### src/hdl/rsia_pkg.sv
package rsia_pkg;

  // register map
  localparam logic [15:0] ADDR_STATUS = 16'hfe01;
  localparam logic [15:0] ADDR_PEND_LOW = 16'hfe04;
  localparam logic [15:0] ADDR_PEND_MID = 16'hfe05;
  localparam logic [15:0] ADDR_PEND_HIGH = 16'hfe06;
  localparam logic [15:0] ADDR_OPTIONS = 16'hfe10;
  localparam logic [15:0] ADDR_WD_KICK = 16'hffff;

  // reset source status bits
  localparam int unsigned ST_POR = 7;
  localparam int unsigned ST_PIN = 6;
  localparam int unsigned ST_WD = 5;
  localparam int unsigned ST_ILLEGAL_OPCODE_FLAG = 4;
  localparam int unsigned ST_ILLEGAL_FETCH_FLAG = 3;
  localparam int unsigned ST_LVI = 1;
  localparam logic [7:0] STATUS_RESET = 8'h80;

  // option bits
  localparam int unsigned OPT_STOP_EN = 0;
  localparam int unsigned OPT_SHORT_WAKE = 1;
  localparam int unsigned OPT_MON_PWR_OFF = 2;
  localparam int unsigned OPT_MON_RST_OFF = 3;
  localparam logic [7:0] OPTIONS_RESET = 8'h00;
  localparam logic [7:0] OPTIONS_MASK = 8'h0f;

  // prescaler and reset timing, in oscillator cycles
  localparam int unsigned PRESC_BITS = 12;
  localparam int unsigned KICK_CLR_LSB = 5;
  localparam int unsigned LONG_CYCLES = 4096;
  localparam int unsigned SHORT_CYCLES = 32;

  // vector select codes
  localparam logic [4:0] VEC_RESET = 5'h00;
  localparam logic [4:0] VEC_SWI = 5'h01;
  localparam logic [4:0] VEC_IRQ_BASE = 5'h02;

  typedef enum logic [2:0] {
    S_RUN, S_LVI_HOLD, S_LONG, S_PIN, S_TAIL, S_STOP, S_WAKE
  } rsia_state_e;

  typedef struct packed {
    logic instr_end;
    logic i_mask;
    logic illegal_opcode;
    logic stop_exec;
    logic swi_exec;
    logic rti_exec;
    logic opcode_fetch;
    logic fetch_unmapped;
    logic int_ack;
  } rsia_core_evt_s;

  typedef struct packed {
    logic int_req;
    logic [4:0] vector;
    logic set_mask;
    logic push_pc_dec;
    logic push_index_high;
    logic restore_regs;
  } rsia_core_cmd_s;

  function automatic logic phase_done(input logic [PRESC_BITS-1:0] cnt,
                                      input int unsigned len);
    phase_done = (cnt == PRESC_BITS'(len - 1));
  endfunction

endpackage

### src/hdl/rsia_unit.sv
// Added by the designer: the address-and-strobe port.
`timescale 1ns/1ps
// How it works
// - watchdog overflow resets the chip and sets the watchdog status flag
// - any write to the kick address clears watchdog and prescaler high bits
// - twelve-bit prescaler on the oscillator clock; its wrap ticks watchdog
// - watchdog off by test voltage gating, monitor or break cases; it does not tick outside run (stop, wake)
// - illegal instruction sets its status flag and resets the chip
// - stop instruction with stop disabled is an illegal-instruction reset
// - unmapped address resets only on opcode fetch, never on data fetch
// - every internal reset pulls the open-drain reset pin low
// - supply drop sets its flag; holds pin only when both options clear
// - after supply recovers, pin low 4096 plus 32, core free 32 later
// - stop clears prescaler; wake delay 32 if short option, else 4096
// - external pin reset leaves prescaler alone; it runs free afterwards
// - requests latched and arbitrated to a vector code, held until serviced
// - entry tells core to stack registers and set mask; return restores
// - interrupts taken only at instruction end, unmasked and enabled
// - highest priority first; still-pending request taken after return
// - order: reset, software trap, then sources first through last
// - high index register is never stacked on entry
// - software trap ignores mask and stacks pc, hardware stacks pc minus 1
// - pending low register: bits 7..2 are sources 5..0, bits 1..0 zero
// - internal reset stays asserted 32 cycles after the pin is released
module rsia_unit #(parameter int unsigned WD_BITS = 6)
  (
  // clock and reset
  input wire logic core_clk,
  input wire logic reset,
  // register port
  input wire logic [15:0] reg_addr,
  input wire logic [7:0] reg_wdata,
  input wire logic reg_wr,
  input wire logic reg_rd,
  output logic [7:0] reg_rdata,
  // core side
  input wire rsia_pkg::rsia_core_evt_s core_evt,
  output rsia_pkg::rsia_core_cmd_s core_cmd,
  output logic core_reset,
  output logic core_halt,
  // event sources
  input wire logic [15:0] irq_src,
  input wire logic [15:0] irq_enable,
  input wire logic supply_drop,
  input wire logic break_req,
  // test voltage detection
  input wire logic monitor_mode,
  input wire logic break_state,
  input wire logic hv_on_reset_pin,
  input wire logic hv_on_irq_pin,
  // open-drain reset pin
  input wire logic rst_pin_in_n,
  output logic rst_pin_out_n,
  output logic rst_pin_oe
  );

  localparam int unsigned PB = rsia_pkg::PRESC_BITS;

  rsia_pkg::rsia_state_e state;
  rsia_pkg::rsia_state_e next_state;
  logic [7:0] status;
  logic [7:0] options;
  logic [15:0] pend;
  logic [PB-1:0] presc_cnt;
  logic presc_ovf;
  logic presc_clear;
  logic [WD_BITS-1:0] wd_cnt;
  logic wd_expire;
  logic wd_disable;
  logic kick;
  logic ext_low;
  logic in_run;
  logic illegal_opcode_flag_hit;
  logic illegal_fetch_flag_hit;
  logic lvi_rst;
  logic int_src_hit;
  logic [15:0] req;
  logic lat_swi;

  function automatic logic [4:0] first_set(input logic [15:0] v);
    first_set = rsia_pkg::VEC_IRQ_BASE;
    for (int i = 15; i >= 0; i--)
      if (v[i])
        first_set = rsia_pkg::VEC_IRQ_BASE + 5'(i);
  endfunction

  assign in_run = (state == rsia_pkg::S_RUN);
  assign kick = reg_wr && (reg_addr == rsia_pkg::ADDR_WD_KICK);
  // pin low from outside while this block is not pulling it
  assign ext_low = !rst_pin_in_n && !rst_pin_oe;
  // pure gating of detector levels, so noise cannot latch a disable
  assign wd_disable = (monitor_mode && (hv_on_reset_pin || hv_on_irq_pin))
                      || (break_state && hv_on_reset_pin);
  assign illegal_opcode_flag_hit = core_evt.illegal_opcode
                    || (core_evt.stop_exec
                        && !options[rsia_pkg::OPT_STOP_EN]);
  assign illegal_fetch_flag_hit = core_evt.opcode_fetch && core_evt.fetch_unmapped;
  assign lvi_rst = supply_drop
                   && !options[rsia_pkg::OPT_MON_PWR_OFF]
                   && !options[rsia_pkg::OPT_MON_RST_OFF];
  assign int_src_hit = in_run && (wd_expire || illegal_opcode_flag_hit || illegal_fetch_flag_hit);
  assign req = irq_src & irq_enable;

  rsia_prescaler #(.WIDTH(PB)) u_presc
    (
    .core_clk(core_clk),
    .reset(reset),
    .clear(presc_clear),
    .kick(kick),
    .count(presc_cnt),
    .ovf(presc_ovf)
    );

  // internal reset clears the watchdog; ticks only while running
  rsia_watchdog #(.WD_BITS(WD_BITS)) u_wd
    (
    .core_clk(core_clk),
    .reset(reset),
    .tick(presc_ovf && in_run),
    .clear(kick || core_reset),
    .disable_wd(wd_disable),
    .count(wd_cnt),
    .expire(wd_expire)
    );

  always_comb
  begin
    next_state = state;
    case (state)
      rsia_pkg::S_RUN:
        if (int_src_hit)
          next_state = rsia_pkg::S_PIN;
        else if (core_evt.stop_exec && !ext_low)
          next_state = rsia_pkg::S_STOP;
      rsia_pkg::S_LVI_HOLD:
        if (!supply_drop)
          next_state = rsia_pkg::S_LONG;
      rsia_pkg::S_LONG:
        if (presc_ovf)
          next_state = rsia_pkg::S_PIN;
      rsia_pkg::S_PIN:
        if (rsia_pkg::phase_done(presc_cnt, rsia_pkg::SHORT_CYCLES))
          next_state = rsia_pkg::S_TAIL;
      rsia_pkg::S_TAIL:
        if (rsia_pkg::phase_done(presc_cnt, rsia_pkg::SHORT_CYCLES))
          next_state = rsia_pkg::S_RUN;
      rsia_pkg::S_STOP:
        if ((|req) || break_req || ext_low)
          next_state = rsia_pkg::S_WAKE;
      rsia_pkg::S_WAKE:
        if (rsia_pkg::phase_done(presc_cnt,
              options[rsia_pkg::OPT_SHORT_WAKE] ? rsia_pkg::SHORT_CYCLES
                                                : rsia_pkg::LONG_CYCLES))
          next_state = rsia_pkg::S_RUN;
      default:
        next_state = rsia_pkg::S_RUN;
    endcase
    // a supply drop with both options clear overrides every other sequence
    if (lvi_rst)
      next_state = rsia_pkg::S_LVI_HOLD;
  end

  // counter restarts at each reset phase and is held through stop;
  // nothing here reacts to the external pin, so its count survives
  assign presc_clear = (state == rsia_pkg::S_STOP)
    || (state == rsia_pkg::S_LVI_HOLD)
    || ((next_state != state) && ((next_state == rsia_pkg::S_PIN)
        || (next_state == rsia_pkg::S_TAIL)));

  always_ff @(posedge core_clk)
  begin
    if (reset)
      state <= rsia_pkg::S_LONG; // power-up runs the long hold
    else
      state <= next_state;
  end

  // pin and core reset straight from flops
  always_ff @(posedge core_clk)
  begin
    if (reset)
    begin
      rst_pin_oe <= 1'b1;
      rst_pin_out_n <= 1'b0;
      core_reset <= 1'b1;
      core_halt <= 1'b0;
    end
    else
    begin
      rst_pin_oe <= (next_state == rsia_pkg::S_LVI_HOLD)
                    || (next_state == rsia_pkg::S_LONG)
                    || (next_state == rsia_pkg::S_PIN);
      rst_pin_out_n <= 1'b0;
      core_reset <= ext_low || !((next_state == rsia_pkg::S_RUN)
                    || (next_state == rsia_pkg::S_STOP)
                    || (next_state == rsia_pkg::S_WAKE));
      core_halt <= (next_state == rsia_pkg::S_STOP)
                   || (next_state == rsia_pkg::S_WAKE);
    end
  end

  // reset source status: read clears, a same-cycle set still lands
  always_ff @(posedge core_clk)
  begin
    if (reset)
      status <= rsia_pkg::STATUS_RESET;
    else
    begin
      if (reg_rd && (reg_addr == rsia_pkg::ADDR_STATUS))
        status <= '0;
      if (in_run && wd_expire)
        status[rsia_pkg::ST_WD] <= 1'b1;
      if (in_run && illegal_opcode_flag_hit)
        status[rsia_pkg::ST_ILLEGAL_OPCODE_FLAG] <= 1'b1;
      if (in_run && illegal_fetch_flag_hit)
        status[rsia_pkg::ST_ILLEGAL_FETCH_FLAG] <= 1'b1;
      if (supply_drop)
        status[rsia_pkg::ST_LVI] <= 1'b1;
      if (ext_low && in_run && !int_src_hit && !supply_drop)
        status[rsia_pkg::ST_PIN] <= 1'b1;
    end
  end

  always_ff @(posedge core_clk)
  begin
    if (reset)
      options <= rsia_pkg::OPTIONS_RESET;
    else if (reg_wr && (reg_addr == rsia_pkg::ADDR_OPTIONS))
      options <= reg_wdata & rsia_pkg::OPTIONS_MASK;
  end

  always_ff @(posedge core_clk)
  begin
    if (reset)
      pend <= '0;
    else
      pend <= irq_src;
  end

  always_ff @(posedge core_clk)
  begin
    if (reset)
      reg_rdata <= '0;
    else if (!reg_rd)
      reg_rdata <= '0;
    else
      case (reg_addr)
        rsia_pkg::ADDR_STATUS: reg_rdata <= status;
        rsia_pkg::ADDR_PEND_LOW: reg_rdata <= {pend[5:0], 2'b00};
        rsia_pkg::ADDR_PEND_MID: reg_rdata <= pend[13:6];
        rsia_pkg::ADDR_PEND_HIGH: reg_rdata <= {6'b00_0000, pend[15:14]};
        rsia_pkg::ADDR_OPTIONS: reg_rdata <= options;
        default: reg_rdata <= '0;
      endcase
  end

  // interrupt latch and core entry commands
  always_ff @(posedge core_clk)
  begin
    if (reset || core_reset)
    begin
      core_cmd <= '0;
      core_cmd.vector <= rsia_pkg::VEC_RESET;
      lat_swi <= 1'b0;
    end
    else
    begin
      core_cmd.set_mask <= 1'b0;
      core_cmd.push_pc_dec <= 1'b0;
      core_cmd.push_index_high <= 1'b0;
      core_cmd.restore_regs <= core_evt.rti_exec;
      if (core_cmd.int_req && core_evt.int_ack)
      begin
        core_cmd.int_req <= 1'b0;
        core_cmd.set_mask <= 1'b1;
        core_cmd.push_pc_dec <= !lat_swi;
      end
      // boundary only; a return is itself a boundary
      else if (!core_cmd.int_req && core_evt.instr_end && in_run)
      begin
        if (core_evt.swi_exec)
        begin
          core_cmd.int_req <= 1'b1;
          core_cmd.vector <= rsia_pkg::VEC_SWI;
          lat_swi <= 1'b1;
        end
        else if (!core_evt.i_mask && (|req))
        begin
          core_cmd.int_req <= 1'b1;
          core_cmd.vector <= first_set(req);
          lat_swi <= 1'b0;
        end
      end
    end
  end
endmodule

### src/hdl/rsia_prescaler.sv
`timescale 1ns/1ps
module rsia_prescaler #(parameter int unsigned WIDTH = rsia_pkg::PRESC_BITS)
  (
  // clock and reset
  input wire logic core_clk,
  input wire logic reset,
  // control
  input wire logic clear,
  input wire logic kick,
  // state
  output logic [WIDTH-1:0] count,
  output logic ovf
  );

  localparam logic [WIDTH-1:0] KEEP_LOW =
    WIDTH'((1 << rsia_pkg::KICK_CLR_LSB) - 1);

  always_ff @(posedge core_clk)
  begin
    if (reset || clear)
      count <= '0;
    else if (kick)
      count <= count & KEEP_LOW;
    else
      count <= count + 1'b1;
  end

  // wrap of the full count clocks the watchdog; clear is left out so
  // the state decode that drives clear cannot loop back through ovf
  assign ovf = (&count) && !kick;

endmodule

### src/hdl/rsia_watchdog.sv
`timescale 1ns/1ps
module rsia_watchdog #(parameter int unsigned WD_BITS = 6)
  (
  // clock and reset
  input wire logic core_clk,
  input wire logic reset,
  // control
  input wire logic tick,
  input wire logic clear,
  input wire logic disable_wd,
  // state
  output logic [WD_BITS-1:0] count,
  output logic expire
  );

  always_ff @(posedge core_clk)
  begin
    if (reset || clear)
      count <= '0;
    else if (tick && !disable_wd)
      count <= count + 1'b1;
  end

  assign expire = tick && (&count) && !disable_wd && !clear;

endmodule

### config.mk
export PLATFORM = sky130hd
export DESIGN_NAME = rsia_unit
export DESIGN_NICKNAME = d
export VERILOG_FILES = /design/src/hdl/rsia_pkg.sv /design/src/hdl/rsia_unit.sv /design/src/hdl/rsia_prescaler.sv /design/src/hdl/rsia_watchdog.sv
export SDC_FILE = /design/constraint.sdc
export NUM_CORES = 1
export LEC_CHECK = 0
export ABC_AREA = 1
export BUFFER_PORTS_ARGS = -buffer_cell sky130_fd_sc_hd__buf_2
export CORE_UTILIZATION = 51
export CTS_CLUSTER_DIAMETER = 60
export CTS_CLUSTER_SIZE = 25
export DETAILED_ROUTE_END_ITERATION = 8
export GPL_ROUTABILITY_DRIVEN = 0
export PLACE_DENSITY_LB_ADDON = 0.3
export SLEW_MARGIN = 20
export SYNTH_ARGS = -nofsm -noshare
export SYNTH_HDL_FRONTEND = slang
export SYNTH_SLANG_ARGS = --single-unit
### constraint.sdc
create_clock -name core_clk -period 2.2 [get_ports core_clk]
set_input_delay 0.11 -clock core_clk [delete_from_list [all_inputs] [get_ports core_clk]]
set_output_delay 0.11 -clock core_clk [all_outputs]
set_load 0.05 [all_outputs]
* Word-level counts from Yosys, hierarchy flattened
Cells that the tools add are included. Widths: inputs -> output; s select.
Word-level totals: logic and storage cells 170, flip-flop bits (word level) 69, output and inout port bits 22, input port bits 76
Operators by class: add/sub/neg operators 3, equality and inequality tests 21, reductions and logical operators 81, bitwise gates (word level) 3, mux-type cells 39
Operators by type and width (count):
- $eq 16x16->1 const B | 6
- $mux 5 | 16
- $pmux 8 s5 | 1
- $logic_and 1x1->1 | 29
- $mux 3 | 9
- $pmux 3 s7 | 1
- $logic_or 1x1->1 | 20
- $eq 3x3->1 const B | 6
- $mux 6 | 3
- $and 16x16->16 | 1
- $reduce_or 16->1 | 1
- $logic_not 1->1 | 15
- $add 12x1->12 const B | 1
- $eq 12x12->1 | 1
- $eq 12x5->1 const B | 1
- $eq 3x2->1 const B | 4
- $reduce_and 12->1 | 1
- $reduce_bool 2->1 | 6
- $sub 12x1->12 const B | 1
- $reduce_or 2->1 | 4
- $mux 1 | 7
- $mux 7 | 1
- $add 6x1->6 const B | 1
- $eq 3x1->1 const B | 2
- other kinds (7) | 9

* Longest topological paths before layout
word-level depth 20, mapped depth 18, gate-level depth less buffers 18

* Cells and area by module
From an unflattened synthesis, not the netlist that was laid out.
Second synthesis, totals: cell total of the unflattened synthesis 511, area total of the unflattened synthesis 3418.3 µm²
Modules (own cells, without submodules):
- rsia_unit | area an instance 2526.2 µm², times used 1, cells an instance 379, sequential area each 1001.0 µm²
- rsia_prescaler | area an instance 595.6 µm², times used 1, cells an instance 89, sequential area each 240.2 µm²
- rsia_watchdog | area an instance 296.5 µm², times used 1, cells an instance 43, sequential area each 120.1 µm²

* Worst setup path before layout
No wires, ideal clock.
path type flip-flop to flip-flop, start point register u_presc.count[0], end point register u_presc.count[10], buffers on the path 0, path slack 0.241 ns, data required time 2.135 ns, clock period less this slack 1.959 ns, cell stages (with the launch flop) 18, arrival time 1.894 ns, setup time 0.065 ns, cells stage by stage dfxtp_1 -> ha_1 -> nand3_1 -> inv_1 -> nand2_2 -> nor2_4 -> nand4_2 -> o21bai_2 -> nand2_2 -> nand2_2 -> nand2_2 -> nand2_1 -> nand2_1 -> nor2_1 -> nand2_1 -> nand2_2 -> nand3_4 -> nor2_1
Between the ends: longest elaborated chain between the ends 18, elaborated cells between the ends (all ways) 27, classes of those cells add/sub: 1; eq/ne: 5; mux: 7; reduce/logical: 14
Ends and longest elaborated chain:
- start: declaration | line rsia_prescaler.sv:11 | output logic [WIDTH-1:0] count,
- start signal: assignment | line rsia_prescaler.sv:23 | count <= count & KEEP_LOW;
- start signal: assignment | line rsia_prescaler.sv:25 | count <= count + 1'b1;
- $reduce_and 12->1 | line rsia_prescaler.sv:30 | assign ovf = (&count) && !kick;
- $logic_and 1x1->1 | line rsia_prescaler.sv:30
- $logic_and 1x1->1 | line rsia_unit.sv:119 | .tick(presc_ovf && in_run),
- $logic_and 1x1->1 (3 in a row) | line rsia_watchdog.sv:24 | assign expire = tick && (&count) && !disable_wd && !clear;
- $logic_or 1x1->1 (2 in a row) | line rsia_unit.sv:101 | assign int_src_hit = in_run && (wd_expire || illegal_opcode_flag_hit || illegal_fetch_flag_hit);
- $logic_and 1x1->1 | line rsia_unit.sv:101
- $mux 3 | line rsia_unit.sv:131 | if (int_src_hit)
- $pmux 3 s7 | line rsia_unit.sv:129 | case (state)
- $mux 3 | line rsia_unit.sv:159 | if (lvi_rst)
- $eq 3x2->1 or $eq 3x3->1 (tied branches) | line rsia_unit.sv:167, rsia_unit.sv:168
- $logic_or 1x1->1 | line rsia_unit.sv:168 | || (next_state == rsia_pkg::S_TAIL)));
- $logic_and 1x1->1 | line rsia_unit.sv:167 | || ((next_state != state) && ((next_state == rsia_pkg::S_PIN)
- $logic_or 1x1->1 | line rsia_unit.sv:167
- $logic_or 1x1->1 | line rsia_prescaler.sv:20 | if (reset || clear)
- $reduce_or 2->1 (no line)
Several ways; a longest one is shown, not always the timed one. A chain may end at the register's enable or synchronous reset.

* Worst setup path after layout
start point register u_presc.count[1], end point register u_presc.count[7]
Same word-level chain as after synthesis.

==> impl_metrics.env <==
export IMPL_whs_ns=0.0128
export IMPL_outcome="finished, final reports clean"
export IMPL_peakVddDrop_mv=0.331
export IMPL_overflow=0
export IMPL_rsz0062_at_grt="yes"
export IMPL_dr_pass1_iters=5
export IMPL_ys_types=39
export IMPL_post_route_util=0.721
export IMPL_routed_wl_um=8610
export IMPL_initial_core_util=0.538
export IMPL_grt_pass1_wl_um=13100
export IMPL_async_flop_share=0
export IMPL_yosys_top_cells_area="dfxtp_1 42%, nand2_1 13%, nor2_1 9.3%, inv_1 7.0%, nand3_1 4.3%"
export IMPL_synthMuxAreaShare=0.00307
export IMPL_powerDensity_nw_per_um2=604
export IMPL_fin_crit_ns=2.17
export IMPL_vias_per_cell=5.21
export IMPL_yosys_area_top_type_share=0.417
export IMPL_clk_pin_slew_worst_paths_ns=0.07
export IMPL_synthSimpleGateAreaFrac=0.354
export IMPL_nFillCells=487
export IMPL_clk_latency_ns=0.34
export IMPL_comb_power_share=0.142
export IMPL_cts_root_buf="clkbuf_8"
export IMPL_cts_tree="built"
export IMPL_clock_path_buffers=2
export IMPL_setup_violations_final=0
export IMPL_seqPwrFrac=0.487
export IMPL_hold_violations=0
export IMPL_antenna_found_initial=0
export IMPL_power_switching_uw=700
export IMPL_core_area_sq_um=6060
export IMPL_syn_inst=472
export IMPL_setup_worst_path_class="reg -> reg"
export IMPL_synthToLayoutAreaGrowth_pct=33.9
export IMPL_rows=28
export IMPL_yosys_area_top_type="dfxtp_1"
export IMPL_io_pins=98
export IMPL_dieHeight_um=82.0
export IMPL_synth_adder_area_share=0.00767
export IMPL_die_width_um=82.0
export IMPL_worstHoldPathType="in -> reg"
export IMPL_synth_area_sq_um=3260
export IMPL_synth_seq_cells=68
export IMPL_drive_gt1_frac=0.271
export IMPL_cp_max_fo=7
export IMPL_yosysSeqAreaShare=0.417
export IMPL_synth_compound_area_frac=0.105
export IMPL_grt_max_degree=27
export IMPL_fin_nets=678
export IMPL_fmax_ghz=0.461
export IMPL_dpl_hpwl_um=5910
export IMPL_max_cap_viol_count=0
export IMPL_max_stage_delay_ns=0.37
export IMPL_antenna_left=0
export IMPL_fin_crit_sh=0.986
export IMPL_crit_path_start_kind="register"
export IMPL_drt_iter0_drc=320
export IMPL_end_kind="register"
export IMPL_crit_family="simple AND/OR/NAND/NOR gates"
export IMPL_swShare=0.265
export IMPL_critical_path_slowest_cell="dfxtp_4"
export IMPL_antennaDiodeCount=0
export IMPL_arrival_ns=2.43
export IMPL_intPower_uw=1940
export IMPL_synth_xor_area_frac=0.0295
export IMPL_numCtsBuffers=9
export IMPL_seq_area_sq_um=1370
export IMPL_fin_skew_ns=0.00920
export IMPL_io_buffers=91
export IMPL_avgSynthCellArea_sq_um=6.91
export IMPL_synth_top_family_by_area="simple AND/OR/NAND/NOR gates"
export IMPL_htree_levels=3
export IMPL_synth_edf_count=0
export IMPL_synth_top_flop_cell="dfxtp_1"
export IMPL_cp_num_buf_inv=2
export IMPL_track_usage=0.256
export IMPL_vias=3541
export IMPL_grt_pass1_vias=3108
export IMPL_maxSlewViolCount=0
export IMPL_cp_required_ns=2.47
export IMPL_cts_sinks=68
export IMPL_multi_input_area_sq_um=1760
export IMPL_cp_cell_sequence="ha_4 > nand3_4 > inv_4 > nand2_4 > nor2_4 > nand4_4 > o21bai_4 > nand2_2 > buf_4 > nand4_1 > nand2_1 > nor2_1 > nand2_1 > nand2_2 > nand3_4 > nor2_1"
export IMPL_clkPwrFrac=0.371
export IMPL_ys_warn_count=0
export IMPL_post_drt_wl_per_cell_um=12.7
export IMPL_tns_ns=0
export IMPL_drc=0
export IMPL_yosysMostFrequentCell="nand2_1"
export IMPL_p_leak_uw=0.00210
export IMPL_die_area_sq_um=6720
export IMPL_yosys_top_cells_count="109 x nand2_1, 81 x nor2_1, 68 x dfxtp_1"
[sequential cells by signal, indices dropped and copies added, names as in the netlist, 3 cells and up]
signal,cells
core_cmd,9
options,4
pend,16
reg_rdata,8
state,3
status,6
u_presc.count,12
u_wd.count,6
[area by class of cell]
type | count | area share
Inverter | 64 | 0.0555
Sequential cell | 68 | 0.313
Tap cell | 75 | 0.0215
Multi-Input combinational cell | 335 | 0.402
Clock buffer | 11 | 0.0301
Clock inverter | 5 | 0.0120
Timing Repair Buffer | 122 | 0.166
[per-layer routing]
layer	track usage	vias up	wire, um
li1	-	1776	-
met1	0.298	1572	3570
met2	0.452	170	4220
met3	0.0556	23	631
met4	0.105	0	191
met5	0	-	0
[worst min-delay path, delay by kind of cell]
| family | cells | cell delay, ns |
|---|---|---|
| buffers and inverters | 2 | 0.16 |
| AND/OR/NAND/NOR | 1 | 0.03 |
[power groups by stage]
stage | registers [uW] | clock network [uW] | logic [uW]
finish | 1290 | 980 | 374
global route | 1290 | 1040 | 412
detailed placement | 1310 | 0 | 316
floorplan | 1320 | 0 | 185
CTS | 1280 | 985 | 337
global placement | 1310 | 0 | 308
[cell usage in the layout (no fill, tap or decap), types with 3 or more instances in the layout]
cell	instances
inv_1	60
nand3_1	25
a21oi_1	26
buf_4	18
xor2_1	7
a31oi_1	4
dfxtp_1	64
xnor2_1	4
a32o_1	6
nand4_1	12
dlygate4sd3_1	14
dfxtp_2	3
nor2_2	8
nor3_1	13
buf_2	90
o21ai_0	9
nand2_1	102
nand2_2	13
nor2_1	73
clkbuf_8	9
clkinv_2	3
nor2_4	3
[through the flow]
step | std cells | setup WS [ns] | instance area [sq um] | total power (uW)
after global routing | 680 | -0.0982 | 4370 | 2740
after CTS | 673 | 0.00982 | 4210 | 2600
after global placement | 642 | 0.0775 | 3850 | 1620
after detailed placement | 642 | -0.0547 | 3850 | 1620
after floorplan | 473 | 0.241 | 3270 | 1500
final | 680 | 0.0313 | 4370 | 2640
[what timing repair did]
| item | 4_1_cts | 5_1_grt |
|---|---|---|
| endpoints found under the hold margin | 14 | 0 |
| pin swaps | 2 | 14 |
| buffers inserted | 1 | 8 |
| gates resized for setup | 6 | 30 |
| gates cloned | 0 | 0 |
| setup endpoints to repair | 12 | 23 |
| hold buffers | 14 | 0 |
[final timing paths]
check	start	endpoint	slack (ns)	cells past startpoint
worst max-delay path	u_presc.count[1]	u_presc.count[7]	0.03	16
worst min-delay path	irq_src[4]	pend[4]	0.01	3
worst max register to register	u_presc.count[1]	u_presc.count[7]	0.03	16
worst min register to register	lat_swi	core_cmd[2]	0.43	1
[logic make-up (layout without fill, tap and decap cells)]
family          after synthesis  count (layout)
compound gates               55              55
mux                           1               1
xor+xnor                     11              11
buf+inv                      70             202
simple gates                264             264
other cells                   1               2
flops                        68              68
fa+ha+maj                     2               2
Power figures use the tool's default switching activity.
